File: src/shared/cbl_pkg.sv
// Function
// Detect preamble, capture length, forward header downstream.
// Drive output high until own frames absorbed.
// After own load, forward further bits downstream.
// Start up when clock count equals length.
// Enable user I/O two clocks after last bit.
// All devices match together; master keeps clocking.
// Unfinished start-up blocks readback and boundary scan.
// Older lead device adds one extra clock pulse.
// Slow master clock, 0.5 to 1.25 MHz, default.
// Option selects fast clock, 4 to 10 MHz.
// Master driving older slave uses slow clock.
// One stream layout for every mode.
// Header: fill ones, preamble, length, separator ones.
// Frame: zero start bit, data, four-bit check.
// Postamble byte ends one device's data.
// Trailing start-up bytes give four clocks, ignored.
// First serial bit of byte maps lane zero.
// Check constant field, or running CRC partial check.
// Last frame: 11-bit CRC with seven data bits.
// On check error stop loading, pull init low.
// Master keeps driving clock after an error.
// Controller watches init, restarts by reconfigure pulse.
// Sample on rising clock, forward on falling.
// Start slow, may go fast during first frame.
// CRC polynomial and seed are configurable.
package cbl_pkg;

    // System clock rate and the two master clock rates, in kHz.
    localparam int unsigned SYS_CLK_KHZ  = 100000;
    localparam int unsigned SLOW_CLK_KHZ = 1000;
    localparam int unsigned FAST_CLK_KHZ = 8000;
    // Half periods in system cycles, rounded down.
    localparam int unsigned SLOW_HALF = SYS_CLK_KHZ / (2 * SLOW_CLK_KHZ);
    localparam int unsigned FAST_HALF = SYS_CLK_KHZ / (2 * FAST_CLK_KHZ);
    localparam int unsigned DIV_W     = 8;

    // Header layout: eight fill ones followed by the preamble code.
    localparam logic [11:0] HEADER_PATTERN = 12'hff2;
    localparam int unsigned LEN_W          = 24;
    localparam int unsigned SEP_BITS       = 4;
    localparam int unsigned CHECK_BITS     = 4;
    localparam int unsigned LAST_CHECK_W   = 11;
    localparam int unsigned LAST_DATA_BITS = 7;
    localparam logic [3:0]  CONST_CHECK    = 4'h6;
    localparam logic [7:0]  POSTAMBLE      = 8'h7f;
    localparam int unsigned POST_BITS      = 8;

    // Start-up points counted in rising clocks after the length match.
    localparam logic [2:0] SU_DONE_AT   = 3'h1;
    localparam logic [2:0] SU_IO_AT     = 3'h2;
    localparam logic [2:0] SU_FINISH_AT = 3'h4;

    // CRC defaults.
    localparam int unsigned CRC_W        = 16;
    localparam logic [15:0] CRC_POLY_DEF = 16'h8005;
    localparam logic [15:0] CRC_SEED_DEF = 16'h0000;

    // Parser states, one-hot.
    typedef enum logic [10:0] {
        ST_HUNT   = 11'h001,
        ST_LEN    = 11'h002,
        ST_SEP    = 11'h004,
        ST_START  = 11'h008,
        ST_DATA   = 11'h010,
        ST_CHECK  = 11'h020,
        ST_POST   = 11'h040,
        ST_PASS   = 11'h080,
        ST_ERROR  = 11'h100,
        ST_SPARE0 = 11'h200,
        ST_SPARE1 = 11'h400
    } cbl_state_t;

endpackage

File: src/rtl/cbl_loader.sv
// Serial configuration loader with chain forwarding.
module cbl_loader
    import cbl_pkg::*;
#(
    parameter int unsigned FRAME_BITS = 64,  // Data bits per frame.
    parameter int unsigned FRAMES     = 8    // Frames this device needs.
)
(
    // Clock and reset.
    input  wire logic             SYS_CLK,
    input  wire logic             RESETN,
    // Static options, from pins.
    input  wire logic             MASTER_MODE,
    input  wire logic             CRC_SELECT,
    // Configuration clock pin, split into its three signals.
    input  wire logic             CONFIG_CLOCK_I,
    output logic                  CONFIG_CLOCK_O,
    output logic                  CONFIG_CLOCK_OE,
    // Serial data in and daisy-chain data out.
    input  wire logic             DATA_IN,
    output logic                  DOUT,
    // Open-drain init error line.
    output logic                  INIT_N_O,
    output logic                  INIT_N_OE,
    // Assembled bytes.
    output logic [7:0]            BYTE_DATA,
    output logic                  BYTE_VALID,
    // Start-up status.
    output logic [cbl_pkg::LEN_W-1:0] LENGTH_COUNT,
    output logic                  DONE,
    output logic                  USER_IO_EN,
    output logic                  READBACK_OK,
    output logic                  SCAN_OK,
    output logic                  FAST_CLOCK
);

    localparam int unsigned CNT_W = 16;

    // Synchroniser chains: bit 0 is the first stage.
    logic [2:0]       clk_sync_reg;  // Configuration clock pin.
    logic [2:0]       dat_sync_reg;  // Data pin.
    logic [2:0]       mst_sync_reg;  // Master mode pin.
    logic [2:0]       crc_sync_reg;  // CRC option pin.
    logic             clk_filt_reg;  // Accepted clock level.
    logic             dat_filt_reg;  // Accepted data level.
    logic             mst_filt_reg;  // Accepted master mode.
    logic             crc_filt_reg;  // Accepted CRC option.

    // Divider for the master clock.
    logic [DIV_W-1:0] div_reg;       // Half-period counter.
    logic             mclk_reg;      // Internally made clock level.

    // Edge enables of the configuration clock.
    logic             config_clock_rise;     // Rising edge this cycle.
    logic             config_clock_fall;     // Falling edge this cycle.
    logic             slave_rise;    // Rising edge seen on the pin.
    logic             slave_fall;    // Falling edge seen on the pin.
    logic             m_toggle;      // Divider wraps this cycle.

    // Parser.
    cbl_state_t         state_reg;   // Parser state.
    cbl_state_t         state_next;  // Its next value.
    logic [11:0]        hdr_reg;     // Last twelve received bits.
    logic [LEN_W-1:0]   len_reg;     // Length count shift register.
    logic               len_ok_reg;  // Length count captured.
    logic [CNT_W-1:0]   bit_cnt_reg; // Bit counter within a field.
    logic [CNT_W-1:0]   frm_cnt_reg; // Frames absorbed before the final one.
    logic [LAST_CHECK_W-1:0] chk_reg; // Received check bits.
    logic               fwd_reg;     // Bit to present at the next fall.
    logic               fast_reg;    // Fast master clock chosen.
    logic               rx_bit;      // Bit sampled at this rise.
    logic               last_frame;  // Current frame is the final one.
    logic               hold_last;   // Data bit belongs to the final check.
    logic               crc_shift;   // Feed the CRC this rise.
    logic               check_pass;  // Check field matches.
    logic [CRC_W-1:0]   crc_val;     // Running CRC.

    // Byte assembly.
    logic [7:0]         byte_reg;    // Byte being assembled.
    logic [2:0]         byte_cnt_reg;// Bits in the current byte.

    // Start-up.
    logic [LEN_W-1:0]   config_clock_cnt_reg;// Rising clocks since initialisation.
    logic               match_reg;   // Length count matched.
    logic [2:0]         su_cnt_reg;  // Rising clocks since the match.

    // Field end test, used by several states.
    function automatic logic field_end(input logic [CNT_W-1:0] cnt, input int unsigned len);
        field_end = (cnt == CNT_W'(len - 1));
    endfunction

    // Three-stage synchronisers; stages two and three must agree.
    always_ff @(posedge SYS_CLK or negedge RESETN)
    begin
        if (!RESETN)
        begin
            clk_sync_reg <= 3'h0;
            dat_sync_reg <= 3'h7;
            mst_sync_reg <= 3'h0;
            crc_sync_reg <= 3'h0;
            clk_filt_reg <= 1'b0;
            dat_filt_reg <= 1'b1;
            mst_filt_reg <= 1'b0;
            crc_filt_reg <= 1'b0;
        end
        else
        begin
            clk_sync_reg <= {clk_sync_reg[1:0], CONFIG_CLOCK_I};
            dat_sync_reg <= {dat_sync_reg[1:0], DATA_IN};
            mst_sync_reg <= {mst_sync_reg[1:0], MASTER_MODE};
            crc_sync_reg <= {crc_sync_reg[1:0], CRC_SELECT};
            if (clk_sync_reg[1] == clk_sync_reg[2])
            begin
                clk_filt_reg <= clk_sync_reg[2];
            end
            if (dat_sync_reg[1] == dat_sync_reg[2])
            begin
                dat_filt_reg <= dat_sync_reg[2];
            end
            if (mst_sync_reg[1] == mst_sync_reg[2])
            begin
                mst_filt_reg <= mst_sync_reg[2];
            end
            if (crc_sync_reg[1] == crc_sync_reg[2])
            begin
                crc_filt_reg <= crc_sync_reg[2];
            end
        end
    end

    // Pin edges are taken from the agreed stages, never from the first.
    assign slave_rise = clk_sync_reg[1] & clk_sync_reg[2] & ~clk_filt_reg;
    assign slave_fall = ~clk_sync_reg[1] & ~clk_sync_reg[2] & clk_filt_reg;

    // The divider wraps after a half period; at or above also covers a slow-to-fast switch.
    assign m_toggle = fast_reg ? (div_reg >= DIV_W'(FAST_HALF - 1))
                               : (div_reg >= DIV_W'(SLOW_HALF - 1));

    // Master clock divider; runs on after an error.
    always_ff @(posedge SYS_CLK or negedge RESETN)
    begin
        if (!RESETN)
        begin
            div_reg  <= '0;
            mclk_reg <= 1'b0;
        end
        else if (m_toggle)
        begin
            div_reg  <= '0;
            mclk_reg <= ~mclk_reg;
        end
        else
        begin
            div_reg <= div_reg + DIV_W'(1);
        end
    end

    // Master mode: the internal clock paces the loader.
    assign config_clock_rise = mst_filt_reg ? (m_toggle & ~mclk_reg) : slave_rise;
    assign config_clock_fall = mst_filt_reg ? (m_toggle & mclk_reg) : slave_fall;
    assign rx_bit    = dat_filt_reg;

    // Clock pin drive; the master keeps driving whatever the parser does.
    always_ff @(posedge SYS_CLK or negedge RESETN)
    begin
        if (!RESETN)
        begin
            CONFIG_CLOCK_O  <= 1'b0;
            CONFIG_CLOCK_OE <= 1'b0;
        end
        else
        begin
            CONFIG_CLOCK_O  <= mclk_reg;
            CONFIG_CLOCK_OE <= mst_filt_reg;
        end
    end

    // Frame bookkeeping shared by the parser and the CRC feed.
    assign last_frame = (frm_cnt_reg == CNT_W'(FRAMES - 1));
    assign hold_last  = last_frame & crc_filt_reg &
                        (bit_cnt_reg >= CNT_W'(FRAME_BITS - LAST_DATA_BITS));
    assign crc_shift  = config_clock_rise & (state_reg == ST_DATA) & ~hold_last;

    // Check compare at the last check rise; the bit arriving now is included.
    always_comb
    begin
        if (!crc_filt_reg)
        begin
            check_pass = ({chk_reg[2:0], rx_bit} == CONST_CHECK);
        end
        else if (last_frame)
        begin
            check_pass = ({chk_reg[LAST_CHECK_W-2:0], rx_bit} == crc_val[LAST_CHECK_W-1:0]);
        end
        else
        begin
            check_pass = ({chk_reg[2:0], rx_bit} == crc_val[3:0]);
        end
    end

    // Parser next state; one layout whatever the mode.
    always_comb
    begin
        state_next = state_reg;
        unique case (state_reg)
            ST_HUNT:
            begin
                if (config_clock_rise && {hdr_reg[10:0], rx_bit} == HEADER_PATTERN)
                begin
                    state_next = ST_LEN;
                end
            end
            ST_LEN:
            begin
                if (config_clock_rise && field_end(bit_cnt_reg, LEN_W))
                begin
                    state_next = ST_SEP;
                end
            end
            ST_SEP:
            begin
                if (config_clock_rise && !rx_bit)
                begin
                    state_next = ST_ERROR;
                end
                else if (config_clock_rise && field_end(bit_cnt_reg, SEP_BITS))
                begin
                    state_next = ST_START;
                end
            end
            ST_START:
            begin
                if (config_clock_rise)
                begin
                    state_next = rx_bit ? ST_ERROR : ST_DATA;
                end
            end
            ST_DATA:
            begin
                if (config_clock_rise && field_end(bit_cnt_reg, FRAME_BITS))
                begin
                    state_next = ST_CHECK;
                end
            end
            ST_CHECK:
            begin
                if (config_clock_rise && field_end(bit_cnt_reg, CHECK_BITS))
                begin
                    if (!check_pass)
                    begin
                        state_next = ST_ERROR;
                    end
                    else
                    begin
                        state_next = last_frame ? ST_POST : ST_START;
                    end
                end
            end
            ST_POST:
            begin
                if (config_clock_rise && field_end(bit_cnt_reg, POST_BITS))
                begin
                    state_next = ({hdr_reg[6:0], rx_bit} == POSTAMBLE) ? ST_PASS
                                                                      : ST_ERROR;
                end
            end
            ST_PASS:
            begin
                state_next = ST_PASS;
            end
            ST_ERROR:
            begin
                state_next = ST_ERROR;
            end
            default:
            begin
                state_next = ST_ERROR;
            end
        endcase
    end

    // Parser state register.
    always_ff @(posedge SYS_CLK or negedge RESETN)
    begin
        if (!RESETN)
        begin
            state_reg <= ST_HUNT;
        end
        else
        begin
            state_reg <= state_next;
        end
    end

    // Bit history and counters, advanced on a rise.
    always_ff @(posedge SYS_CLK or negedge RESETN)
    begin
        if (!RESETN)
        begin
            hdr_reg     <= '0;
            bit_cnt_reg <= '0;
            frm_cnt_reg <= '0;
        end
        else if (config_clock_rise)
        begin
            hdr_reg <= {hdr_reg[10:0], rx_bit};
            if (state_next != state_reg)
            begin
                bit_cnt_reg <= '0;
            end
            else
            begin
                bit_cnt_reg <= bit_cnt_reg + CNT_W'(1);
            end
            if (state_reg == ST_CHECK && state_next == ST_START)
            begin
                frm_cnt_reg <= frm_cnt_reg + CNT_W'(1);
            end
        end
    end

    // Length count capture, most significant bit first.
    always_ff @(posedge SYS_CLK or negedge RESETN)
    begin
        if (!RESETN)
        begin
            len_reg    <= '0;
            len_ok_reg <= 1'b0;
        end
        else if (config_clock_rise && state_reg == ST_LEN)
        begin
            len_reg <= {len_reg[LEN_W-2:0], rx_bit};
            if (field_end(bit_cnt_reg, LEN_W))
            begin
                len_ok_reg <= 1'b1;
            end
        end
    end

    // Check bits; the final CRC frame adds its last data bits.
    always_ff @(posedge SYS_CLK or negedge RESETN)
    begin
        if (!RESETN)
        begin
            chk_reg <= '0;
        end
        else if (config_clock_rise && state_reg == ST_START)
        begin
            chk_reg <= '0;
        end
        else if (config_clock_rise && (state_reg == ST_CHECK || hold_last))
        begin
            chk_reg <= {chk_reg[LAST_CHECK_W-2:0], rx_bit};
        end
    end

    // First data bit of the first frame selects the fast clock.
    always_ff @(posedge SYS_CLK or negedge RESETN)
    begin
        if (!RESETN)
        begin
            fast_reg <= 1'b0;
        end
        else if (config_clock_rise && state_reg == ST_DATA && frm_cnt_reg == '0 && bit_cnt_reg == '0)
        begin
            fast_reg <= rx_bit;
        end
    end

    // Running CRC over the frame data bits.
    cbl_crc #(
        .WIDTH (CRC_W),
        .POLY  (CRC_POLY_DEF),
        .SEED  (CRC_SEED_DEF)
    ) u_crc (
        .clk      (SYS_CLK),
        .rst_n    (RESETN),
        .shift_en (crc_shift),
        .bit_in   (rx_bit),
        .crc      (crc_val)
    );

    // Forward choice at each rise.
    always_ff @(posedge SYS_CLK or negedge RESETN)
    begin
        if (!RESETN)
        begin
            fwd_reg <= 1'b1;
        end
        else if (config_clock_rise)
        begin
            if (state_reg == ST_HUNT || state_reg == ST_LEN)
            begin
                fwd_reg <= rx_bit;
            end
            else if (state_reg == ST_PASS)
            begin
                fwd_reg <= rx_bit;
            end
            else
            begin
                fwd_reg <= 1'b1;
            end
        end
    end

    // Forwarded data is presented on the following fall.
    always_ff @(posedge SYS_CLK or negedge RESETN)
    begin
        if (!RESETN)
        begin
            DOUT <= 1'b1;
        end
        else if (config_clock_fall)
        begin
            DOUT <= fwd_reg;
        end
    end

    // Byte assembly; the earliest bit lands in lane zero.
    always_ff @(posedge SYS_CLK or negedge RESETN)
    begin
        if (!RESETN)
        begin
            byte_reg     <= '0;
            byte_cnt_reg <= '0;
            BYTE_DATA    <= '0;
            BYTE_VALID   <= 1'b0;
        end
        else
        begin
            BYTE_VALID <= 1'b0;
            if (config_clock_rise)
            begin
                byte_reg     <= {rx_bit, byte_reg[7:1]};
                byte_cnt_reg <= byte_cnt_reg + 3'h1;
                if (byte_cnt_reg == 3'h7)
                begin
                    BYTE_DATA  <= {rx_bit, byte_reg[7:1]};
                    BYTE_VALID <= 1'b1;
                end
            end
        end
    end

    // Clock count and start-up sequence.
    always_ff @(posedge SYS_CLK or negedge RESETN)
    begin
        if (!RESETN)
        begin
            config_clock_cnt_reg <= '0;
            match_reg    <= 1'b0;
            su_cnt_reg   <= '0;
        end
        else if (config_clock_rise)
        begin
            config_clock_cnt_reg <= config_clock_cnt_reg + LEN_W'(1);
            if (!match_reg && len_ok_reg && state_reg != ST_ERROR &&
                config_clock_cnt_reg + LEN_W'(1) == len_reg)
            begin
                match_reg <= 1'b1;
            end
            if (match_reg && su_cnt_reg != SU_FINISH_AT)
            begin
                su_cnt_reg <= su_cnt_reg + 3'h1;
            end
        end
    end

    // Status outputs; the done, user I/O, readback and scan flags follow the start-up count.
    always_ff @(posedge SYS_CLK or negedge RESETN)
    begin
        if (!RESETN)
        begin
            DONE         <= 1'b0;
            USER_IO_EN   <= 1'b0;
            READBACK_OK  <= 1'b0;
            SCAN_OK      <= 1'b0;
            LENGTH_COUNT <= '0;
            FAST_CLOCK   <= 1'b0;
        end
        else
        begin
            DONE         <= match_reg && su_cnt_reg >= SU_DONE_AT;
            USER_IO_EN   <= match_reg && su_cnt_reg >= SU_IO_AT;
            READBACK_OK  <= su_cnt_reg == SU_FINISH_AT;
            SCAN_OK      <= su_cnt_reg == SU_FINISH_AT;
            LENGTH_COUNT <= len_reg;
            FAST_CLOCK   <= fast_reg;
        end
    end

    // Init line pulled low from the cycle after the parser enters ST_ERROR until reset.
    always_ff @(posedge SYS_CLK or negedge RESETN)
    begin
        if (!RESETN)
        begin
            INIT_N_O  <= 1'b0;
            INIT_N_OE <= 1'b0;
        end
        else
        begin
            INIT_N_O  <= 1'b0;
            INIT_N_OE <= (state_reg == ST_ERROR);
        end
    end

endmodule

File: src/rtl/cbl_crc.sv
// Serial running CRC with a configurable polynomial and seed.
module cbl_crc
#(
    parameter int unsigned          WIDTH = cbl_pkg::CRC_W,
    parameter logic [WIDTH-1:0]     POLY  = cbl_pkg::CRC_POLY_DEF,
    parameter logic [WIDTH-1:0]     SEED  = cbl_pkg::CRC_SEED_DEF
)
(
    // Clock and reset.
    input  wire logic               clk,
    input  wire logic               rst_n,
    // Control.
    input  wire logic               shift_en,
    input  wire logic               bit_in,
    // Result.
    output logic [WIDTH-1:0]        crc
);
    import cbl_pkg::*;

    logic feedback; // Incoming bit folded with the register's top bit.

    assign feedback = bit_in ^ crc[WIDTH-1];

    // One LFSR step per accepted data bit; the seed is loaded at reset.
    always_ff @(posedge clk or negedge rst_n)
    begin
        if (!rst_n)
        begin
            crc <= SEED;
        end
        else if (shift_en)
        begin
            crc <= {crc[WIDTH-2:0], 1'b0} ^ (feedback ? POLY : '0);
        end
    end

endmodule

File: config.mk
export PLATFORM = sky130hd
export DESIGN_NAME = cbl_loader
export DESIGN_NICKNAME = d
export VERILOG_FILES = /design/src/shared/cbl_pkg.sv /design/src/rtl/cbl_loader.sv /design/src/rtl/cbl_crc.sv
export SDC_FILE = /design/constraint.sdc
export NUM_CORES = 1
export LEC_CHECK = 0
export BUFFER_PORTS_ARGS = -buffer_cell sky130_fd_sc_hd__buf_4
export CORE_UTILIZATION = 25
export DETAILED_ROUTE_END_ITERATION = 8
export GPL_TIMING_DRIVEN = 0
export PLACE_DENSITY = 0.51
export SLEW_MARGIN = 20
export SYNTH_ARGS = -nofsm -noshare
export SYNTH_HDL_FRONTEND = slang
export SYNTH_HIERARCHICAL = 1
export SYNTH_SLANG_ARGS = --single-unit
export TNS_END_PERCENT = 100
File: constraint.sdc
create_clock -name SYS_CLK -period 6.2 [get_ports SYS_CLK]
set_clock_uncertainty 0.2 [all_clocks]
set_input_delay 1.24 -clock SYS_CLK [delete_from_list [all_inputs] [get_ports SYS_CLK]]
set_output_delay 1.24 -clock SYS_CLK [all_outputs]
set_load 0.02 [all_outputs]
; ---- Yosys cells after proc, flatten, opt, wreduce, memory -nomap -nowiden
; Index checks and enable logic that the tools add are counted.
[word_totals]
wordCells = 152
register_bits = 212
in_bits = 6
out_inout_bits = 43
[classes]
n_lt_le_gt_ge = 5
n_mux = 27
bitwise_logic = 17
addsub = 6
eq_ne = 30
n_reduce_logical = 31
[ops]
columns = operator, n
row1 = 2-to-1 mux 11 bit, 8
row2 = case mux 11 bit (8 select lines), 1
row3 = adder 16 x 1 -> 16 bit (second input constant), 2
row4 = == test 16 x 3 -> 1 bit (second input constant), 2
row5 = logical NOT 16 bit, 2
row6 = 2-to-1 mux 16 bit, 2
row7 = 2-to-1 mux 9 bit, 3
row8 = adder 24 x 1 -> 24 bit (second input constant), 1
row9 = == test 24 bit, 1
row10 = == test 11 x 4 -> 1 bit (second input constant), 2
row11 = 2-to-1 mux 10 bit, 2
row12 = logical AND 1 bit, 19
row13 = == test 16 x 2 -> 1 bit (second input constant), 1
row14 = == test 16 x 5 -> 1 bit (second input constant), 1
row15 = == test 16 x 6 -> 1 bit (second input constant), 1
row16 = greater-or-equal comparator 16 x 6 -> 1 bit (second input constant), 1
row17 = XOR 16 bit, 1
row18 = == test 12 bit (second input constant), 1
row19 = == test 11 x 1 -> 1 bit (second input constant), 1
row20 = == test 11 bit, 1
row21 = == test 11 x 2 -> 1 bit (second input constant), 1
row22 = == test 11 x 3 -> 1 bit (second input constant), 1
row23 = == test 11 x 5 -> 1 bit (second input constant), 1
row24 = == test 11 x 6 -> 1 bit (second input constant), 1
row25 = 27 further kinds, 59

; ---- Depth between registers and ports, before layout
[depth]
depth_word = 11
mapped_depth = 12
ltp_nobuf = 10

; ---- Modules after synthesis
; Netlist, hierarchy kept.
[by_module_without_submodules]
columns = mod, seq_area_each_um2, area_each_um2, instances, cells_per_inst
row1 = cbl_loader, 4713.3, 8793.4, 1, 829
row2 = cbl_crc, 400.4, 621.8, 1, 39

; ---- Least setup slack after synthesis
; OpenSTA, ideal clock, no wires.
[synth_timing]
path_kind = register to register
from = reg dat_filt_reg
to = reg frm_cnt_reg[15]
t_required_ps = 5877
slack_ps = 3261
synth_period_minus_slack_ps = 2939
path_buffers = 1
setup_time_ps = 123
arrival_ps = 2617
stages_incl_launch_ff = 10
path_cell_list = dfstp_2 > buf_2 > nor2b_1 > a2111o_1 > a2111oi_2 > a21oi_1 > nor4_1 > and3_1 > nand4_1 > xnor2_1
[synth_between]
elab_chain_len = 9
elab_cells_between_ends = 22
cone_classes = eq/ne (6) / mux (11) / reduce/logical (5)
[synth_rtl]
columns = element, line
row1 = from (decl), cbl_loader.sv:45  ; logic dat_filt_reg;
row2 = from (signal assigned), cbl_loader.sv:118  ; dat_filt_reg <= dat_sync_reg[2];
row3 = == test 11 bit / == test 4 bit (equally long branches), "cbl_loader.sv:193, cbl_loader.sv:197"
row4 = 2-to-1 mux 1 bit, cbl_loader.sv:191  ; else if (last_frame)
row5 = 2-to-1 mux 1 bit, cbl_loader.sv:187  ; if (!crc_filt_reg)
row6 = 2-to-1 mux 9 bit, cbl_loader.sv:249  ; if (!check_pass)
row7 = 2-to-1 mux 11 bit, cbl_loader.sv:247  ; if (config_clock_rise && field_end(bit_cnt_reg, CHECK_BITS))
row8 = case mux 11 bit (8 select lines) *, cbl_loader.sv:205  ; unique case (state_reg)
row9 = == test 11 x 4 -> 1 bit *, cbl_loader.sv:315  ; if (state_reg == ST_CHECK && state_next == ST_START)
row10 = logical AND 1 bit *, cbl_loader.sv:315
row11 = AND reduction 2 bit (no line) *, -
row12 = to (signal assigned), cbl_loader.sv:317  ; frm_cnt_reg <= frm_cnt_reg + CNT_W'(1);
row13 = to (decl), cbl_loader.sv:67  ; logic [CNT_W-1:0] frm_cnt_reg;
; Every way passes the cells marked *; elsewhere a longest branch is shown, timed or not.
; A chain may end at the register's enable or synchronous reset.

; ---- Worst setup path in the final report
[layout_timing]
from = reg div_reg[0]
to = reg config_clock_cnt_reg[5]
[layout_between]
elab_chain_len = 4
elab_cells_between_ends = 5
cone_classes = order compare (2) / mux (2) / bitwise (1)
[layout_rtl]
columns = element, line
row1 = from (decl), cbl_loader.sv:50  ; logic [DIV_W-1:0] div_reg;
row2 = from (signal assigned), cbl_loader.sv:154  ; div_reg <= div_reg + DIV_W'(1);
row3 = greater-or-equal comparator 8 x 6 -> 1 bit / greater-or-equal comparator 8 x 3 -> 1 bit (equally long branches), "cbl_loader.sv:137, cbl_loader.sv:136"
row4 = 2-to-1 mux 1 bit *, cbl_loader.sv:136  ; assign m_toggle = fast_reg ? (div_reg >= DIV_W'(FAST_HALF - 1))
row5 = AND 1 bit *, cbl_loader.sv:159  ; assign config_clock_rise = mst_filt_reg ? (m_toggle & ~mclk_reg) : slave_rise;
row6 = 2-to-1 mux 1 bit *, cbl_loader.sv:159
row7 = to (signal assigned), cbl_loader.sv:457  ; config_clock_cnt_reg <= config_clock_cnt_reg + LEN_W'(1);
row8 = to (decl), cbl_loader.sv:83  ; logic [LEN_W-1:0] config_clock_cnt_reg;
; Marked as above.

==> out/qor.txt <==
==================================================================================
Chip Width ..........................................................       196 um
Source of the critical timing path ..................................   div_reg[0]
GP Congestion .......................................................        0.822
Final Net Count .....................................................          971
Leakage power figure ................................................      5.09 nW
Total number of clock tree sinks ....................................          204
Starting density of the core ........................................        0.255
Height of the chip ..................................................       196 um
Placeable core region ............................................... 0.0369 sq mm
Detailed router's first-iteration violation count ...................          429
Accumulated negative setup slack ....................................         0 ns
Sequential share of the synthesized area ............................        0.543
Fraction of synthesis flops using an asynchronous set or reset pin ..         1.00
Routed WL per cell ..................................................      14.1 um
Highest metal layer used by the detailed router .....................         met4
Number of enable-type register cells in the synthesized netlist .....            0
Cell chosen for the clock root ...................................... sky130_fd_sc_hd__clkbuf_16
Setup violation total in the final timing report ....................            0
Commonest cells after routing, fill and taps aside .................. 197 x sky130_fd_sc_hd__dfrtp_1, 118 x sky130_fd_sc_hd__nand2_1, 77 x sky130_fd_sc_hd__nor2_1
Bufs on Longest Clock Path ..........................................            3
Final-report max-slew violation count ...............................            0
Wire length of the first global-routing pass ........................     35300 um
Antenna violations before repair ....................................            0
Post-Route M1 WL ....................................................     10200 um
Synthesis-to-layout area growth .....................................        19.2%
Maximum clock frequency .............................................    0.280 GHz
Required arrival time at the worst endpoint .........................      6.42 ns
Combined global-route utilization of all metal layers ...............        0.111
Gate count of the mapped netlist ....................................          868
Delay of the slowest cell on the worst path .........................      0.56 ns
Clk Latency, worst-skew pair ........................................      0.53 ns
Post-CTS repair timing setup buffer count ...........................            0
Clock transition at the registers of the reported paths .............      0.06 ns
Outcome .............................................................    completed
Pin count of the biggest net entering global routing ................           97
RSZ-0062 raised after global routing ................................        false
Max-slew headroom ...................................................        0.290
Shortest clock period the worst path allows after layout ............      3.57 ns
Share of layout cells above drive strength 1 ........................        0.175
Area enclosed by the die boundary ................................... 0.0384 sq mm
TritonCTS buffer count ..............................................           24
H-tree levels .......................................................            1
Synthesis warning total .............................................            6
Via-to-Cell Ratio ...................................................         4.45
Worst r2r src .......................................................   div_reg[0]
Endpoint arrival time on the critical path ..........................      3.79 ns
Total number of vias ................................................         6526
Row count ...........................................................           70
Remaining number of nets flagged by the antenna check after routing .            0
Hold/Removal Path Class ............................................. register to register
Post-Route WL .......................................................     20700 um
Measured slew at the worst slew-check pin ...........................      1.06 ns
Hold_sp ............................................................. crc_sync_reg[0]
Synth cell types ....................................................           75
Most common cell after layout, fill and taps aside .................. sky130_fd_sc_hd__dfrtp_1
Power per standard cell area ........................................  289 mW/mm^2
Final period util ...................................................        0.576
Largest fanout on the critical path .................................           10
Synth Cell Area ..................................................... 0.00942 sq mm
First-pass iteration count of the detailed router ...................            7
Clock tree from TritonCTS ...........................................        built
Critical path cell sequence ......................................... inv_1 -> ha_1 -> or4b_1 -> a31oi_1 -> o41ai_1 -> buf_2 -> buf_1 -> buf_1 -> nand2_1 -> xnor2_1
Critical path start-end classification .............................. register to register
Cell mode on critical path .......................................... sky130_fd_sc_hd__buf_1
Final global-route overflow total ...................................            0
Detail Placement HPWL ...............................................     14300 um
Avg Inst Size Synth .................................................   10.8 sq um
Setup crit end kind .................................................     register
Post-route standard cell area excluding fillers ..................... 0.0112 sq mm
DRC .................................................................            0
Slowest stage cell on the critical path ............................. sky130_fd_sc_hd__o41ai_1
Final-report hold violation count ...................................            0
Peak supply drop ....................................................     0.198 mV
Buffers and inverters on the worst path .............................            4
Predominant post-synthesis flop cell ................................ sky130_fd_sc_hd__dfrtp_1
Wire length on met3 .................................................       826 um
Hold-fix buffers at CTS .............................................            0
Largest delay share family, worst path .............................. buffers and inverters
Antenna diode instance count ........................................            0
Port Buf Inserts ....................................................           47
Placed Instance Area ................................................ 0.0105 sq mm
Setup crit start kind ...............................................     register
Synthesis-stage register bit count ..................................          204
Via count of the first global-routing pass ..........................         6587
Detailed route wirelength on metal2 .................................      9250 um
Number of top-level pins ............................................           49
Post-cts gate resize count ..........................................            0
Max-cap violations ..................................................            0
==================================================================================
[kinds of logic after synthesis]
family	share of synthesized area
AOI/OAI and AO/OA	0.0679
muxes	0.0599
buffers and inverters	0.0229
and+or+nand+nor	0.183
DFF	0.543
other	0.000398
xor gates and xnor gates	0.0958
adders and majority gates	0.0271
[synth_stat cells, drive strengths merged (3+ instances only)]
cell    count  area share
nand3b      4      0.0032
ha         18       0.024
a31oi       9      0.0066
dfrtp     197        0.52
nor3       20       0.012
nand2     118       0.047
nand3      28       0.015
clkbuf     14      0.0056
o21ai      33       0.018
nor4       13      0.0093
o41ai       3      0.0028
o211ai      3      0.0024
xnor2      67       0.062
o22ai       3      0.0020
dfstp       7       0.020
or3         8      0.0053
and4        4      0.0037
nor2b      12      0.0080
and3       15       0.010
maj3        3      0.0032
inv        22      0.0088
nand4      30       0.020
mux2       48       0.058
nand2b      4      0.0027
buf        13      0.0085
and2        3      0.0020
a21oi      10      0.0053
xor2       36       0.033
or2         3      0.0020
nor2       79       0.032
[power by group]
group	switching, mW	leakage, nW	internal [mW]
Combinational	0.238	1.96	0.149
Clock	0.564	0.370	0.781
Sequential	0.0808	2.75	1.43
Total	0.883	5.09	2.36
[area by class of cell]
class / count / area [sq um]
buffer: 27 / 133
fill: 3773 / 25600
multi-input combinational: 619 / 4100
clock inverter: 11 / 97.6
inverter: 22 / 82.6
tap: 504 / 631
timing repair buffer: 49 / 415
clock buffer: 32 / 651
sequential: 204 / 5110
[layer usage]
| metal | global-route usage | vias up |
|---|---|---|
| met1 | 0.162 | 3210 |
| met3 | 0.0177 | 31 |
| met4 | 0.0266 | 0 |
| li1 | - | 3163 |
| met2 | 0.172 | 122 |
| met5 | 0 | - |
[final timing paths]
path                       cells past startpoint                      end  slack, ns
max                                           10  config_clock_cnt_reg[5]       2.63
min                                            0          crc_sync_reg[1]       0.15
max reg2reg                                   10  config_clock_cnt_reg[5]       2.63
min reg2reg                                    0          crc_sync_reg[1]       0.15
max in group asynchronous                      2          dat_sync_reg[0]       4.70
min in group asynchronous                      1               USER_IO_EN       0.35
[through the flow]
step / setup slack, ns / cells / hold WS, ns / power, mW / utilization
5_1_grt: 2.26 / 1468 / 0.166 / 3.41 / 0.304
3_5_place_dp: 2.52 / 1425 / 0.136 / 1.93 / 0.284
3_3_place_gp: 2.11 / 1423 / 0.136 / 1.91 / 0.282
6_report: 2.63 / 1468 / 0.148 / 3.24 / 0.304
2_1_floorplan: 3.26 / 872 / 0.131 / 1.76 / -
4_1_cts: 2.51 / 1468 / 0.150 / 3.30 / 0.304
(Power assumes the default switching activity.)
